`src/logic/bstap_pkg.sv`:
```
// Shared constants and types for the boundary-scan test access port.
`default_nettype none
package bstap_pkg;

    // ------------------------------------------------------------
    // Instruction register layout and codes
    // ------------------------------------------------------------
    localparam int          IR_W     = 3;
    localparam logic [2:0]  IR_CAPT  = 3'h1;  // Captured 01 in the low bits.
    localparam int          ID_W     = 32;
    localparam int          SYNC_N   = 3;
    localparam int          RESET_RUN = 5;    // Rising edges with mode high.

    typedef enum logic [2:0] {
        I_EXTEST = 3'h0,
        I_IDENT  = 3'h1,
        I_SAMPZ  = 3'h2,
        I_RFU3   = 3'h3,
        I_SAMPLE = 3'h4,
        I_RFU5   = 3'h5,
        I_RFU6   = 3'h6,
        I_BYPASS = 3'h7
    } bstap_instr_e;

    // ------------------------------------------------------------
    // Sixteen-state controller encoding
    // ------------------------------------------------------------
    typedef enum logic [3:0] {
        ST_RESET = 4'h0, ST_IDLE  = 4'h1, ST_SELDR = 4'h2, ST_CAPDR = 4'h3,
        ST_SHDR  = 4'h4, ST_EX1DR = 4'h5, ST_PSDR  = 4'h6, ST_EX2DR = 4'h7,
        ST_UPDR  = 4'h8, ST_SELIR = 4'h9, ST_CAPIR = 4'ha, ST_SHIR  = 4'hb,
        ST_EX1IR = 4'hc, ST_PSIR  = 4'hd, ST_EX2IR = 4'he, ST_UPIR  = 4'hf
    } bstap_state_e;

    // Data register chosen for the serial path.
    typedef enum logic [1:0] {
        SEL_BYP = 2'h0,
        SEL_ID  = 2'h1,
        SEL_BSR = 2'h2
    } bstap_sel_e;

    // Test pins as seen after the pull-ups.
    typedef struct packed {
        logic tck;
        logic tms;
        logic tdi;
    } bstap_pins_s;

endpackage
`default_nettype wire

```
`src/logic/bstap_port.sv`:
```
// Boundary-scan test access port with its sample FIFO.
// Contract
// - Inputs sampled on test-clock rise; serial output and update stage change only on its fall.
// - Undriven mode-select reads as logic one.
// - Undriven serial data input reads as logic one.
// - Serial output drives only in shift states, changes on fall, last stage.
// - Controller resets at power-up and idles until the test clock toggles.
// - Test registers capture on rising edge, shift out on falling edge.
// - Exactly one register in the serial path, from state and instruction.
// - Instruction register is 3 bits, loadable only when in the path.
// - Instruction preset to identification at reset and Test-Logic-Reset.
// - Held instruction takes effect entering Run-Test/Idle or data states.
// - Bypass register is one stage between serial input and output.
// - Boundary register has one stage per pin plus constant-one stages.
// - Boundary register captures the ring in Capture-DR, shifts in Shift-DR.
// - External test, sample-with-float and sample/preload select boundary.
// - Identification register is 32 bits and captures a fixed constant.
// - Identification register shifts out bit 0 first.
// - Codes: extest 000, ident 001, sample-float 010, sample 100, bypass 111.
// - Codes 011, 101 and 110 act as bypass.
// - Capture-IR loads 01 into the two low instruction bits.
// - Sample-with-float forces memory outputs high impedance.
`timescale 1ns/1ns
`default_nettype none

// ----------------------------------------------------------------
// Sample FIFO
// ----------------------------------------------------------------
module bstap_fifo
    import bstap_pkg::*;
#(
    parameter int W     = 8,
    parameter int DEPTH = 4
)(
    input  wire logic         mclk,
    input  wire logic         rst_b,
    input  wire logic         clkEn,
    input  wire logic [W-1:0] inData,
    input  wire logic         inValid,
    output var  logic         inReady,
    output var  logic [W-1:0] outData,
    output var  logic         outValid,
    input  wire logic         outReady
);
    localparam int PW = (DEPTH > 1) ? $clog2(DEPTH) : 1;
    localparam int CW = $clog2(DEPTH + 1);

    typedef struct packed {
        logic [DEPTH-1:0][W-1:0] mem;
        logic [PW-1:0]           wp;
        logic [PW-1:0]           rp;
        logic [CW-1:0]           cnt;
        logic                    notFull;
        logic                    notEmpty;
    } bstap_fifo_s;

    bstap_fifo_s f_r;
    bstap_fifo_s f_nxt;
    logic        push;
    logic        pop;

    // Pointer and count update; flags are registered with the count.
    always_comb
    begin
        f_nxt = f_r;
        push  = clkEn & inValid & f_r.notFull;
        pop   = clkEn & outReady & f_r.notEmpty;
        if (push)
        begin
            f_nxt.mem[f_r.wp] = inData;
            f_nxt.wp = (f_r.wp == PW'(DEPTH - 1)) ? '0 : f_r.wp + 1'b1;
        end
        if (pop)
        begin
            f_nxt.rp = (f_r.rp == PW'(DEPTH - 1)) ? '0 : f_r.rp + 1'b1;
        end
        f_nxt.cnt = f_r.cnt + CW'(push) - CW'(pop);
        f_nxt.notFull  = f_nxt.cnt != CW'(DEPTH);
        f_nxt.notEmpty = f_nxt.cnt != '0;
    end

    // State register.
    always_ff @(posedge mclk)
    begin
        if (!rst_b)
        begin
            f_r         <= '0;
            f_r.notFull <= 1'b1;
        end
        else
        begin
            f_r <= f_nxt;
        end
    end

    assign inReady  = f_r.notFull;
    assign outValid = f_r.notEmpty;
    assign outData  = f_r.mem[f_r.rp];
endmodule

// ----------------------------------------------------------------
// Test access port top
// ----------------------------------------------------------------
module bstap_port
    import bstap_pkg::*;
#(
    parameter int          RING_W = 8,
    parameter int          PH_W   = 2,
    parameter int          FIFO_D = 4,
    parameter logic [31:0] IDCODE = 32'h1000a001  // Arbitrary value.
)(
    input  wire logic              mclk,
    input  wire logic              rst_b,
    input  wire logic              clkEn,
    input  wire logic              tckPin,
    input  wire logic              tmsPin,
    input  wire logic              tmsDriven,
    input  wire logic              tdiPin,
    input  wire logic              tdiDriven,
    output var  logic              tdoOut,
    output var  logic              tdoOe_b,
    input  wire logic [RING_W-1:0] ringData,
    input  wire logic              ringValid,
    output var  logic              ringReady,
    output var  logic [RING_W-1:0] ringDrive,
    output var  logic              ringDriveEn,
    output var  logic              ramHiZ
);
    localparam int BSR_W = RING_W + PH_W;

    typedef struct packed {
        bstap_pins_s        s0;
        bstap_pins_s        s1;
        bstap_pins_s        s2;
        bstap_pins_s        filt;
        bstap_state_e       state;
        logic [IR_W-1:0]    ir;
        bstap_instr_e       irHold;
        bstap_instr_e       act;
        logic               byp;
        logic [BSR_W-1:0]   bsr;
        logic [ID_W-1:0]    id;
        logic [RING_W-1:0]  upd;
        logic               tdo;
        logic               tdoOe_b;
        logic               hiZ;
        logic               drvEn;
    } bstap_core_s;

    bstap_core_s      s_r;
    bstap_core_s      s_nxt;
    bstap_pins_s      pinNow;
    bstap_pins_s      nf;
    logic             tckRise;
    logic             tckFall;
    logic             capPop;
    logic [RING_W-1:0] fifoData;
    logic             fifoValid;

    // Register chosen by the active instruction.
    function automatic bstap_sel_e selReg(bstap_instr_e ins);
        case (ins)
            I_EXTEST, I_SAMPZ, I_SAMPLE: selReg = SEL_BSR;
            I_IDENT:                     selReg = SEL_ID;
            default:                     selReg = SEL_BYP;
        endcase
    endfunction

    // Controller transition on one rising test-clock edge.
    function automatic bstap_state_e nextState(bstap_state_e st, logic m);
        case (st)
            ST_RESET: nextState = m ? ST_RESET : ST_IDLE;
            ST_IDLE:  nextState = m ? ST_SELDR : ST_IDLE;
            ST_SELDR: nextState = m ? ST_SELIR : ST_CAPDR;
            ST_CAPDR: nextState = m ? ST_EX1DR : ST_SHDR;
            ST_SHDR:  nextState = m ? ST_EX1DR : ST_SHDR;
            ST_EX1DR: nextState = m ? ST_UPDR  : ST_PSDR;
            ST_PSDR:  nextState = m ? ST_EX2DR : ST_PSDR;
            ST_EX2DR: nextState = m ? ST_UPDR  : ST_SHDR;
            ST_UPDR:  nextState = m ? ST_SELDR : ST_IDLE;
            ST_SELIR: nextState = m ? ST_RESET : ST_CAPIR;
            ST_CAPIR: nextState = m ? ST_EX1IR : ST_SHIR;
            ST_SHIR:  nextState = m ? ST_EX1IR : ST_SHIR;
            ST_EX1IR: nextState = m ? ST_UPIR  : ST_PSIR;
            ST_PSIR:  nextState = m ? ST_EX2IR : ST_PSIR;
            ST_EX2IR: nextState = m ? ST_UPIR  : ST_SHIR;
            ST_UPIR:  nextState = m ? ST_SELDR : ST_IDLE;
            default:  nextState = ST_RESET;
        endcase
    endfunction

    // Pull-ups: an undriven mode-select or data input pin reads as one.
    always_comb
    begin
        pinNow.tck = tckPin;
        pinNow.tms = tmsDriven ? tmsPin : 1'b1;
        pinNow.tdi = tdiDriven ? tdiPin : 1'b1;
    end

    // A pin level counts once the second and third stages agree.
    always_comb
    begin
        nf.tck = (s_r.s1.tck == s_r.s2.tck) ? s_r.s2.tck : s_r.filt.tck;
        nf.tms = (s_r.s1.tms == s_r.s2.tms) ? s_r.s2.tms : s_r.filt.tms;
        nf.tdi = (s_r.s1.tdi == s_r.s2.tdi) ? s_r.s2.tdi : s_r.filt.tdi;
        tckRise = clkEn & nf.tck & ~s_r.filt.tck;
        tckFall = clkEn & ~nf.tck & s_r.filt.tck;
        capPop  = tckRise & (s_r.state == ST_CAPDR)
                & (selReg(s_r.act) == SEL_BSR);
    end

    bstap_fifo #(
        .W     (RING_W),
        .DEPTH (FIFO_D)
    ) u_fifo (
        .mclk     (mclk),
        .rst_b    (rst_b),
        .clkEn    (clkEn),
        .inData   (ringData),
        .inValid  (ringValid),
        .inReady  (ringReady),
        .outData  (fifoData),
        .outValid (fifoValid),
        .outReady (capPop)
    );

    // Next state of the whole port.
    always_comb
    begin
        s_nxt = s_r;
        if (clkEn)
        begin
            s_nxt.s0   = pinNow;
            s_nxt.s1   = s_r.s0;
            s_nxt.s2   = s_r.s1;
            s_nxt.filt = nf;
        end
        // Rising edge: capture, shift and advance.
        if (tckRise)
        begin
            case (s_r.state)
                ST_CAPIR: s_nxt.ir = IR_CAPT;
                ST_SHIR:  s_nxt.ir = {nf.tdi, s_r.ir[IR_W-1:1]};
                ST_CAPDR:
                begin
                    case (selReg(s_r.act))
                        SEL_BSR:
                        begin
                            s_nxt.bsr[BSR_W-1:RING_W] = '1;
                            if (fifoValid)
                            begin
                                s_nxt.bsr[RING_W-1:0] = fifoData;
                            end
                        end
                        SEL_ID:  s_nxt.id = IDCODE;
                        default: s_nxt.byp = 1'b0;
                    endcase
                end
                ST_SHDR:
                begin
                    case (selReg(s_r.act))
                        SEL_BSR: s_nxt.bsr = {nf.tdi, s_r.bsr[BSR_W-1:1]};
                        SEL_ID:  s_nxt.id = {nf.tdi, s_r.id[ID_W-1:1]};
                        default: s_nxt.byp = nf.tdi;
                    endcase
                end
                default: s_nxt.byp = s_r.byp;
            endcase
            s_nxt.state = nextState(s_r.state, nf.tms);
            if (s_nxt.state == ST_RESET)
            begin
                s_nxt.ir     = I_IDENT;
                s_nxt.irHold = I_IDENT;
                s_nxt.act    = I_IDENT;
            end
            else if (s_nxt.state == ST_IDLE || s_nxt.state == ST_SELDR)
            begin
                s_nxt.act = s_r.irHold;
            end
        end
        // Falling edge: update stages and serial output.
        if (tckFall)
        begin
            if (s_r.state == ST_UPIR)
            begin
                s_nxt.irHold = bstap_instr_e'(s_r.ir);
            end
            if (s_r.state == ST_UPDR && (s_r.act == I_EXTEST
                || s_r.act == I_SAMPLE))
            begin
                s_nxt.upd = s_r.bsr[RING_W-1:0];
            end
            s_nxt.tdoOe_b = 1'b1;
            if (s_r.state == ST_SHIR)
            begin
                s_nxt.tdo     = s_r.ir[0];
                s_nxt.tdoOe_b = 1'b0;
            end
            else if (s_r.state == ST_SHDR)
            begin
                s_nxt.tdoOe_b = 1'b0;
                case (selReg(s_r.act))
                    SEL_BSR: s_nxt.tdo = s_r.bsr[0];
                    SEL_ID:  s_nxt.tdo = s_r.id[0];
                    default: s_nxt.tdo = s_r.byp;
                endcase
            end
        end
        if (clkEn)
        begin
            s_nxt.hiZ   = s_nxt.act == I_SAMPZ;
            s_nxt.drvEn = s_nxt.act == I_EXTEST;
        end
    end

    // State register; power-up reset parks the controller.
    always_ff @(posedge mclk)
    begin
        if (!rst_b)
        begin
            s_r         <= '0;
            s_r.state   <= ST_RESET;
            s_r.ir      <= I_IDENT;
            s_r.irHold  <= I_IDENT;
            s_r.act     <= I_IDENT;
            s_r.tdoOe_b <= 1'b1;
        end
        else
        begin
            s_r <= s_nxt;
        end
    end

    assign tdoOut      = s_r.tdo;
    assign tdoOe_b     = s_r.tdoOe_b;
    assign ringDrive   = s_r.upd;
    assign ringDriveEn = s_r.drvEn;
    assign ramHiZ      = s_r.hiZ;

    // ------------------------------------------------------------
    // Checks
    // ------------------------------------------------------------
    logic [2:0] onesCnt;

    // Counts consecutive rising edges seen with mode-select high.
    always_ff @(posedge mclk)
    begin
        if (!rst_b)
        begin
            onesCnt <= '0;
        end
        else if (tckRise)
        begin
            onesCnt <= nf.tms ? ((onesCnt == 3'h7) ? onesCnt
                                  : onesCnt + 3'h1) : 3'h0;
        end
    end

    a_five_ones: assert property (@(posedge mclk) disable iff (!rst_b)
        onesCnt >= 3'(RESET_RUN) |-> s_r.state == ST_RESET)
        else $error("Controller not reset after five high edges.");

    a_tdo_edge: assert property (@(posedge mclk) disable iff (!rst_b)
        !$stable(s_r.tdo) || !$stable(s_r.tdoOe_b) |-> $past(tckFall))
        else $error("Serial output changed off a falling edge.");

    a_tdo_float: assert property (@(posedge mclk) disable iff (!rst_b)
        tckFall && s_r.state != ST_SHIR && s_r.state != ST_SHDR
        |=> s_r.tdoOe_b)
        else $error("Serial output driven outside shift states.");

    a_ir_capture: assert property (@(posedge mclk) disable iff (!rst_b)
        tckRise && s_r.state == ST_CAPIR |=> s_r.ir[1:0] == IR_CAPT[1:0])
        else $error("Capture-IR did not load 01.");

    a_ir_locked: assert property (@(posedge mclk) disable iff (!rst_b)
        tckRise && s_r.state != ST_CAPIR && s_r.state != ST_SHIR
        && s_r.state != ST_SELIR |=> $stable(s_r.ir))
        else $error("Instruction changed outside its path.");

    a_tlr_preset: assert property (@(posedge mclk) disable iff (!rst_b)
        s_r.state == ST_RESET |-> s_r.act == I_IDENT
        && s_r.irHold == I_IDENT)
        else $error("Reset state without identification preset.");

    a_id_capture: assert property (@(posedge mclk) disable iff (!rst_b)
        tckRise && s_r.state == ST_CAPDR && s_r.act == I_IDENT
        |=> s_r.id == IDCODE)
        else $error("Identification constant not captured.");

    a_rfu_bypass: assert property (@(posedge mclk) disable iff (!rst_b)
        tckRise && s_r.state == ST_SHDR && (s_r.act == I_RFU3
        || s_r.act == I_RFU5 || s_r.act == I_RFU6)
        |=> s_r.byp == $past(nf.tdi) && $stable(s_r.id))
        else $error("Reserved code did not act as bypass.");

    a_hiz_float: assert property (@(posedge mclk) disable iff (!rst_b)
        tckRise && s_r.state == ST_UPIR && s_r.irHold == I_SAMPZ
        |-> ##1 s_r.act == I_SAMPZ ##1 ramHiZ)
        else $error("Sample-with-float did not float outputs.");

endmodule
`default_nettype wire

```
`config.mk`:
```
export PLATFORM = sky130hd
export DESIGN_NAME = bstap_port
export DESIGN_NICKNAME = d
export VERILOG_FILES = /design/src/logic/bstap_pkg.sv /design/src/logic/bstap_port.sv
export SDC_FILE = /design/constraint.sdc
export NUM_CORES = 1
export LEC_CHECK = 0
export ABC_CLOCK_PERIOD_IN_PS = 4150
export BUFFER_PORTS_ARGS = -buffer_cell sky130_fd_sc_hd__clkbuf_2
export CAP_MARGIN = 25
export CELL_PAD_IN_SITES_DETAIL_PLACEMENT = 2
export CELL_PAD_IN_SITES_GLOBAL_PLACEMENT = 2
export CORE_AREA = 2 2 119 121
export DETAILED_ROUTE_END_ITERATION = 6
export DIE_AREA = 0 0 121 123
export PLACE_DENSITY = 0.84
export SLEW_MARGIN = 5
export SYNTH_ARGS = -nofsm -noshare
export SYNTH_HDL_FRONTEND = slang
export SYNTH_SLANG_ARGS = --single-unit
```
`constraint.sdc`:
```
create_clock -name mclk -period 4.15 [get_ports mclk]
set_clock_uncertainty 0.05 [all_clocks]
set_input_delay 0.415 -clock mclk [delete_from_list [all_inputs] [get_ports mclk]]
set_output_delay 0.415 -clock mclk [all_outputs]
set_load 0.01 [all_outputs]
```
==> Yosys cells after proc, flatten, opt, wreduce, memory -nomap -nowiden <==
Cells that the tools add are included.
{ "word_totals": {"ff_bits": 121, "latch_bits": 0, "ramBits": 0, "rom_bits": 0, "in_bits": 17, "output_inout_bits": 13, "wordCells": 171, "n_memories": 0} }
{ "classes": {"n_addsub": 4, "n_mul": 0, "div_mod_pow": 0, "magnitude_cmp": 3, "n_eq_ne": 41, "n_shift": 0, "n_mux": 52, "n_bitwise": 12, "n_reduce_logical": 25} }
{ "ops": {"columns": ["operator", "count"], "rows": [
  ["one-hot mux 42 bit (2 select lines)", 1],
  ["two-way mux 32 bit", 2],
  ["two-way mux 49 bit", 1],
  ["one-hot mux 4 bit (12 select lines)", 1],
  ["bitwise mux 32 bit", 1],
  ["equality test 4 bit, second input constant", 8],
  ["two-way mux 2 bit", 13],
  ["two-way mux 8 bit", 3],
  ["two-way mux 10 bit", 2],
  ["two-way mux 4 bit", 5],
  ["two-way mux 3 bit", 6],
  ["binary-select mux 8 bit (select 2 bit)", 1],
  ["demux 8 bit (select 2 bit)", 1],
  ["equality test 4 x 3 -> 1 bit, second input constant", 4],
  ["equality test 2 bit, second input constant", 6],
  ["equality test 4 x 2 -> 1 bit, second input constant", 3],
  ["AND reduction 4 bit", 3],
  ["AND 1 bit", 10],
  ["two-way mux 1 bit", 10],
  ["!= test 2 x 1 -> 1 bit, second input constant", 5],
  ["equality test 4 x 1 -> 1 bit, second input constant", 2],
  ["zero test 4 bit", 2],
  ["OR reduction 2 bit", 4],
  ["equality test 2 x 1 -> 1 bit, second input constant", 3],
  ["24 further kinds", 40]
]} }

==> Logic depth before layout (Yosys ltp) <==
{ "logic_depth": {"depth_word": 12, "ltp_mapped": 12, "ltp_nobuf": 12} }

==> By module <==
A second synthesis with hierarchy kept.
{ "unflattened": {"cells_unflattened": 611, "hier_area_um2": 5783.0} }
{ "by_module_without_submodules": {"columns": ["mod", "instances", "cells_per_inst", "area_each_um2", "seq_area_each_um2"], "rows": [
  ["bstap_port", 1, 432, 4040.1, 1601.5],
  ["bstap_fifo", 1, 179, 1742.9, 820.8]
]} }

==> Worst setup path before layout <==
No wires, ideal clock.
{ "synth_timing": {"path_kind": "register to register", "from": "register s_r[65] in the netlist's numbering", "to": "register u_fifo.f_r, in the netlist u_fifo.inReady", "setup_time_ns": 0.127, "arrival_ns": 2.594, "required_ns": 3.973, "slack_ns": 1.379, "stages_incl_launch_ff": 13, "path_buffers": 1, "synth_period_minus_slack_ns": 2.771, "cell_sequence": "dfxtp_1 buf_2 inv_1 nor4_1 nand4_1 inv_1 ha_1 inv_1 ha_1 fa_1 xnor2_1 nand2_1 or3_1"} }
{ "synth_via": {"elab_chain_cells": 7} }
{ "synth_rtl": {"columns": ["item", "line", "text"], "rows": [
  ["from (decl)", "bstap_port.sv:150", "bstap_core_s s_r;"],
  ["from (signal assigned)", "bstap_port.sv:330", "s_r <= s_nxt;"],
  ["equality test 4 x 2 -> 1 bit", "bstap_port.sv:208", "capPop = tckRise & (s_r.state == ST_CAPDR)"],
  ["AND 1 bit", "bstap_port.sv:208", null],
  ["AND 1 bit", "bstap_port.sv:209", "& (selReg(s_r.act) == SEL_BSR);"],
  ["AND 1 bit (2 in a row)", "bstap_port.sv:67", "pop = clkEn & outReady & f_r.notEmpty;"],
  ["net u_fifo.pop", "bstap_port.sv:60", "logic pop;"],
  ["subtractor 3 x 1 -> 3 bit", "bstap_port.sv:77", "f_nxt.cnt = f_r.cnt + CW'(push) - CW'(pop);"],
  ["!= test 3 bit", "bstap_port.sv:78", "f_nxt.notFull = f_nxt.cnt != CW'(DEPTH);"],
  ["to (signal assigned)", "bstap_port.sv:92", "f_r <= f_nxt;"],
  ["to (decl)", "bstap_port.sv:57", "bstap_fifo_s f_r;"]
]} }
The timed path passes the listed nets, and every way through them passes these cells.
A chain may end at the register's enable or synchronous reset.

==> Final worst setup path <==
{ "layout_timing": {"from": "register s_r[64] in the netlist's numbering", "to": "register u_fifo.f_r, in the netlist u_fifo.inReady"} }
Same word-level chain as after synthesis.

==> flow_metrics.py <==
metrics = {
    "cells_and_area": {
        "final_common_cell": "nand2_1",
        "final_util_pct": 44.9,
        "fin_area_um2": 6110,
        "num-fill-cells": 1492,
        "regArea_um2": 2420,
        "final_cell_mix": "nand2_1, dfxtp_1, a21oi_1",
        "drive_above_1_share_pct": 12.1,
        "multi_input_area_um2": 2550,
        "area_delta_synth_final_pct": 15.4,
        "diodes": 0,
        "final_cell_count_no_fill": 834,
        "final_nets": 669,
    },
    "synthesis": {
        "synth_xor_area_share_pct": 0.496,
        "synthAdderAreaFrac_pct": 2.88,
        "synth_compound_area_share_pct": 15.7,
        "synth_edf_count": 0,
        "synth_top_family_by_area": "simple AND/OR/NAND/NOR gates",
        "synth_cell_types": 57,
        "synth_area_per_cell_um2": 8.28,
        "postSynthCellCount": 640,
        "synthFlopType": "dfxtp_1",
        "synth.area.mux_share_pct": 6.99,
        "yosys_warnings": 0,
        "ys_async_sr_fraction_pct": 0,
        "synth_area_um2": 5300,
        "synth-seq-cells": 121,
        "yosys.area_share.simple_pct": 22.0,
        "postSynthNetCount": 667,
        "seq_area_frac_synth_pct": 45.7,
    },
    "route": {
        "wl_per_cell_um": 19.5,
        "vias": 4607,
        "ant_nets": 0,
        "drt_iter0_drc": 236,
        "drc": 0,
        "finalWirelength_um": 16200,
        "firstDrtPassIters": 4,
        "avgViaCountPerCell": 5.52,
    },
    "placement": {
        "dp_slack_ns": 0.720,
        "dp_cells": 802,
        "dp_hpwl_um": 9830,
        "finalWeightedCongestion": 0.820,
        "dpl_cell_area_um2": 5480,
        "portBuffers": 29,
    },
    "clock_network": {
        "post_cts_resized": 0,
        "cts_inserted_buffers": 17,
        "tritoncts": "done",
        "clockBufferDepth": 2,
        "htree_levels": 4,
        "clockRootBuffer": "clkbuf_16",
        "hold_buffers": 0,
        "cts_num_sinks": 121,
        "clk_pin_slew_ns": 0.06,
        "cts_setup_buffers": 0,
        "insertion_delay_ns": 0.43,
    },
    "critical_path": {
        "cp-end-kind": "flip-flop",
        "cp-start-kind": "flip-flop",
        "critPathArrivalTime_ns": 3.78,
        "path_max_fanout": 17,
        "required_ns": 4.41,
        "worstSetupPathType": "flip-flop to flip-flop",
    },
    "sta": {
        "finalHoldViolCount": 0,
        "tightest_slew_ns": 0.824,
        "timing.fmax_mhz": 284,
        "holdWs_ns": 0.144,
        "setup_ws_ns": 0.623,
        "setup_viol": 0,
        "setup_tns_ns": 0,
        "min_period_ns": 3.53,
        "maxSlewViolCount": 0,
        "finalCritPeriodShare_pct": 85.0,
        "rsz0062_at_grt": "false",
        "slew_headroom_pct": 45.0,
    },
    "floorplan": {
        "fp.dieW_um": 121,
        "io_pins": 30,
        "die_h_um": 123,
        "fp-row-count": 43,
        "initial_core_util_pct": 38.9,
        "dieArea_um2": 14900,
        "core-area_um2": 13600,
    },
    "power_and_ir_drop": {
        "p_sw_mw": 0.629,
        "ir_drop_mv": 0.319,
        "intPower_mw": 2.23,
        "p_leak_nw": 2.24,
        "power_frac_comb_pct": 3.6,
        "p_clk_share_pct": 54.8,
        "seqPwrFrac_pct": 41.6,
        "power.density_nw_per_um2": 468,
        "p_total_mw": 2.86,
        "p_sw_share_pct": 22.0,
    },
    "global_routing": {
        "grt_max_degree": 58,
        "antenna_found_initial": 0,
        "grt_remaining_overflow": 0,
        "grt_pass1_wl_um": 27100,
        "grt_pass1_vias": 5138,
        "track_usage_pct": 23.7,
    },
    "worst_hold_path": {
        "hold_path_class": "primary input to flip-flop",
    },
    "status": {
        "status": "complete, no violations",
    },
    "run": {
        "cap_violations": 0,
    },
}
[power by group through the flow]
stage | Clock [mW] | Sequential [mW] | Combinational [mW]
2_1_floorplan | 0 | 1.21 | 0.0646
3_3_place_gp | 0 | 1.21 | 0.0911
3_5_place_dp | 0 | 1.22 | 0.0989
4_1_cts | 1.59 | 1.19 | 0.102
5_1_grt | 1.65 | 1.19 | 0.115
6_report | 1.57 | 1.19 | 0.103
[sequential cells by signal, indices dropped and copies added (netlist names)]
signal,cells
s_r,68
tdoOe_b,1
u_fifo.f_r,39
ringDrive,8
ramHiZ,1
u_fifo.inReady,1
tdoOut,1
u_fifo.outValid,1
ringDriveEn,1
[critical path: stages, from the launching register on]
cell and delay [ns]:
dfxtp_1 0.68, inv_1 0.25, nor4_1 0.61, nand4_1 0.36
inv_1 0.14, ha_1 0.14, inv_1 0.04, ha_1 0.18
fa_1 0.38, xnor2_1 0.16, nand2_1 0.10, or3_1 0.32
[Yosys cell counts, types with 3 or more instances]
library cell,number,area (um2)
and2_1,10,62.6
nand2b_1,3,18.8
and3_1,3,18.8
a21oi_1,76,380
a311oi_1,8,70.1
nand2_1,136,510
o21a_1,3,22.5
nor4_1,3,18.8
buf_4,8,60.1
nor2_1,49,184
ha_1,9,113
buf_2,7,35.0
mux2i_1,19,190
nor3_1,16,80.1
inv_1,20,75.1
dfxtp_1,121,2420
a22oi_1,4,30.0
o21ai_0,19,95.1
o211ai_1,4,30.0
clkbuf_1,34,128
nand3_1,32,160
mux4_2,8,180
or3_1,3,18.8
[layout make-up]
type                            count  area share, %
Clock inverter                      7           1.86
Tap cell                          180           3.68
Clock buffer                       24           8.21
Multi-Input combinational cell    445           41.7
Inverter                           21           1.29
Sequential cell                   121           39.6
Timing Repair Buffer               36           3.64
[final timing paths]
check	start	endpoint	slack [ns]	cells past startpoint
worst max-delay path	s_r[64]	u_fifo.inReady	0.62	11
worst min-delay path	tmsDriven	s_r[78]	0.14	2
worst max register to register	s_r[64]	u_fifo.inReady	0.62	11
worst min register to register	s_r[16]	s_r[16]	0.41	2
[kinds of logic after synthesis]
logic type               count (synthesis)
AND/OR/NAND/NOR                        267
AO/OA/AOI/OAI                          136
flip-flops                             121
buffers and inverters                   74
multiplexers                            27
adder cells (fa/ha/maj)                 12
XOR/XNOR                                 3
[routing by layer]
metal | share of wire, % | vias up | GRT usage, %
li1 | - | 2204 | -
met1 | 42 | 2342 | 26.6
met2 | 54 | 41 | 44.5
met3 | 2.2 | 20 | 5.30
met4 | 1.5 | 0 | 7.41
met5 | 0 | - | 0
Power figures use the tool's default switching activity.
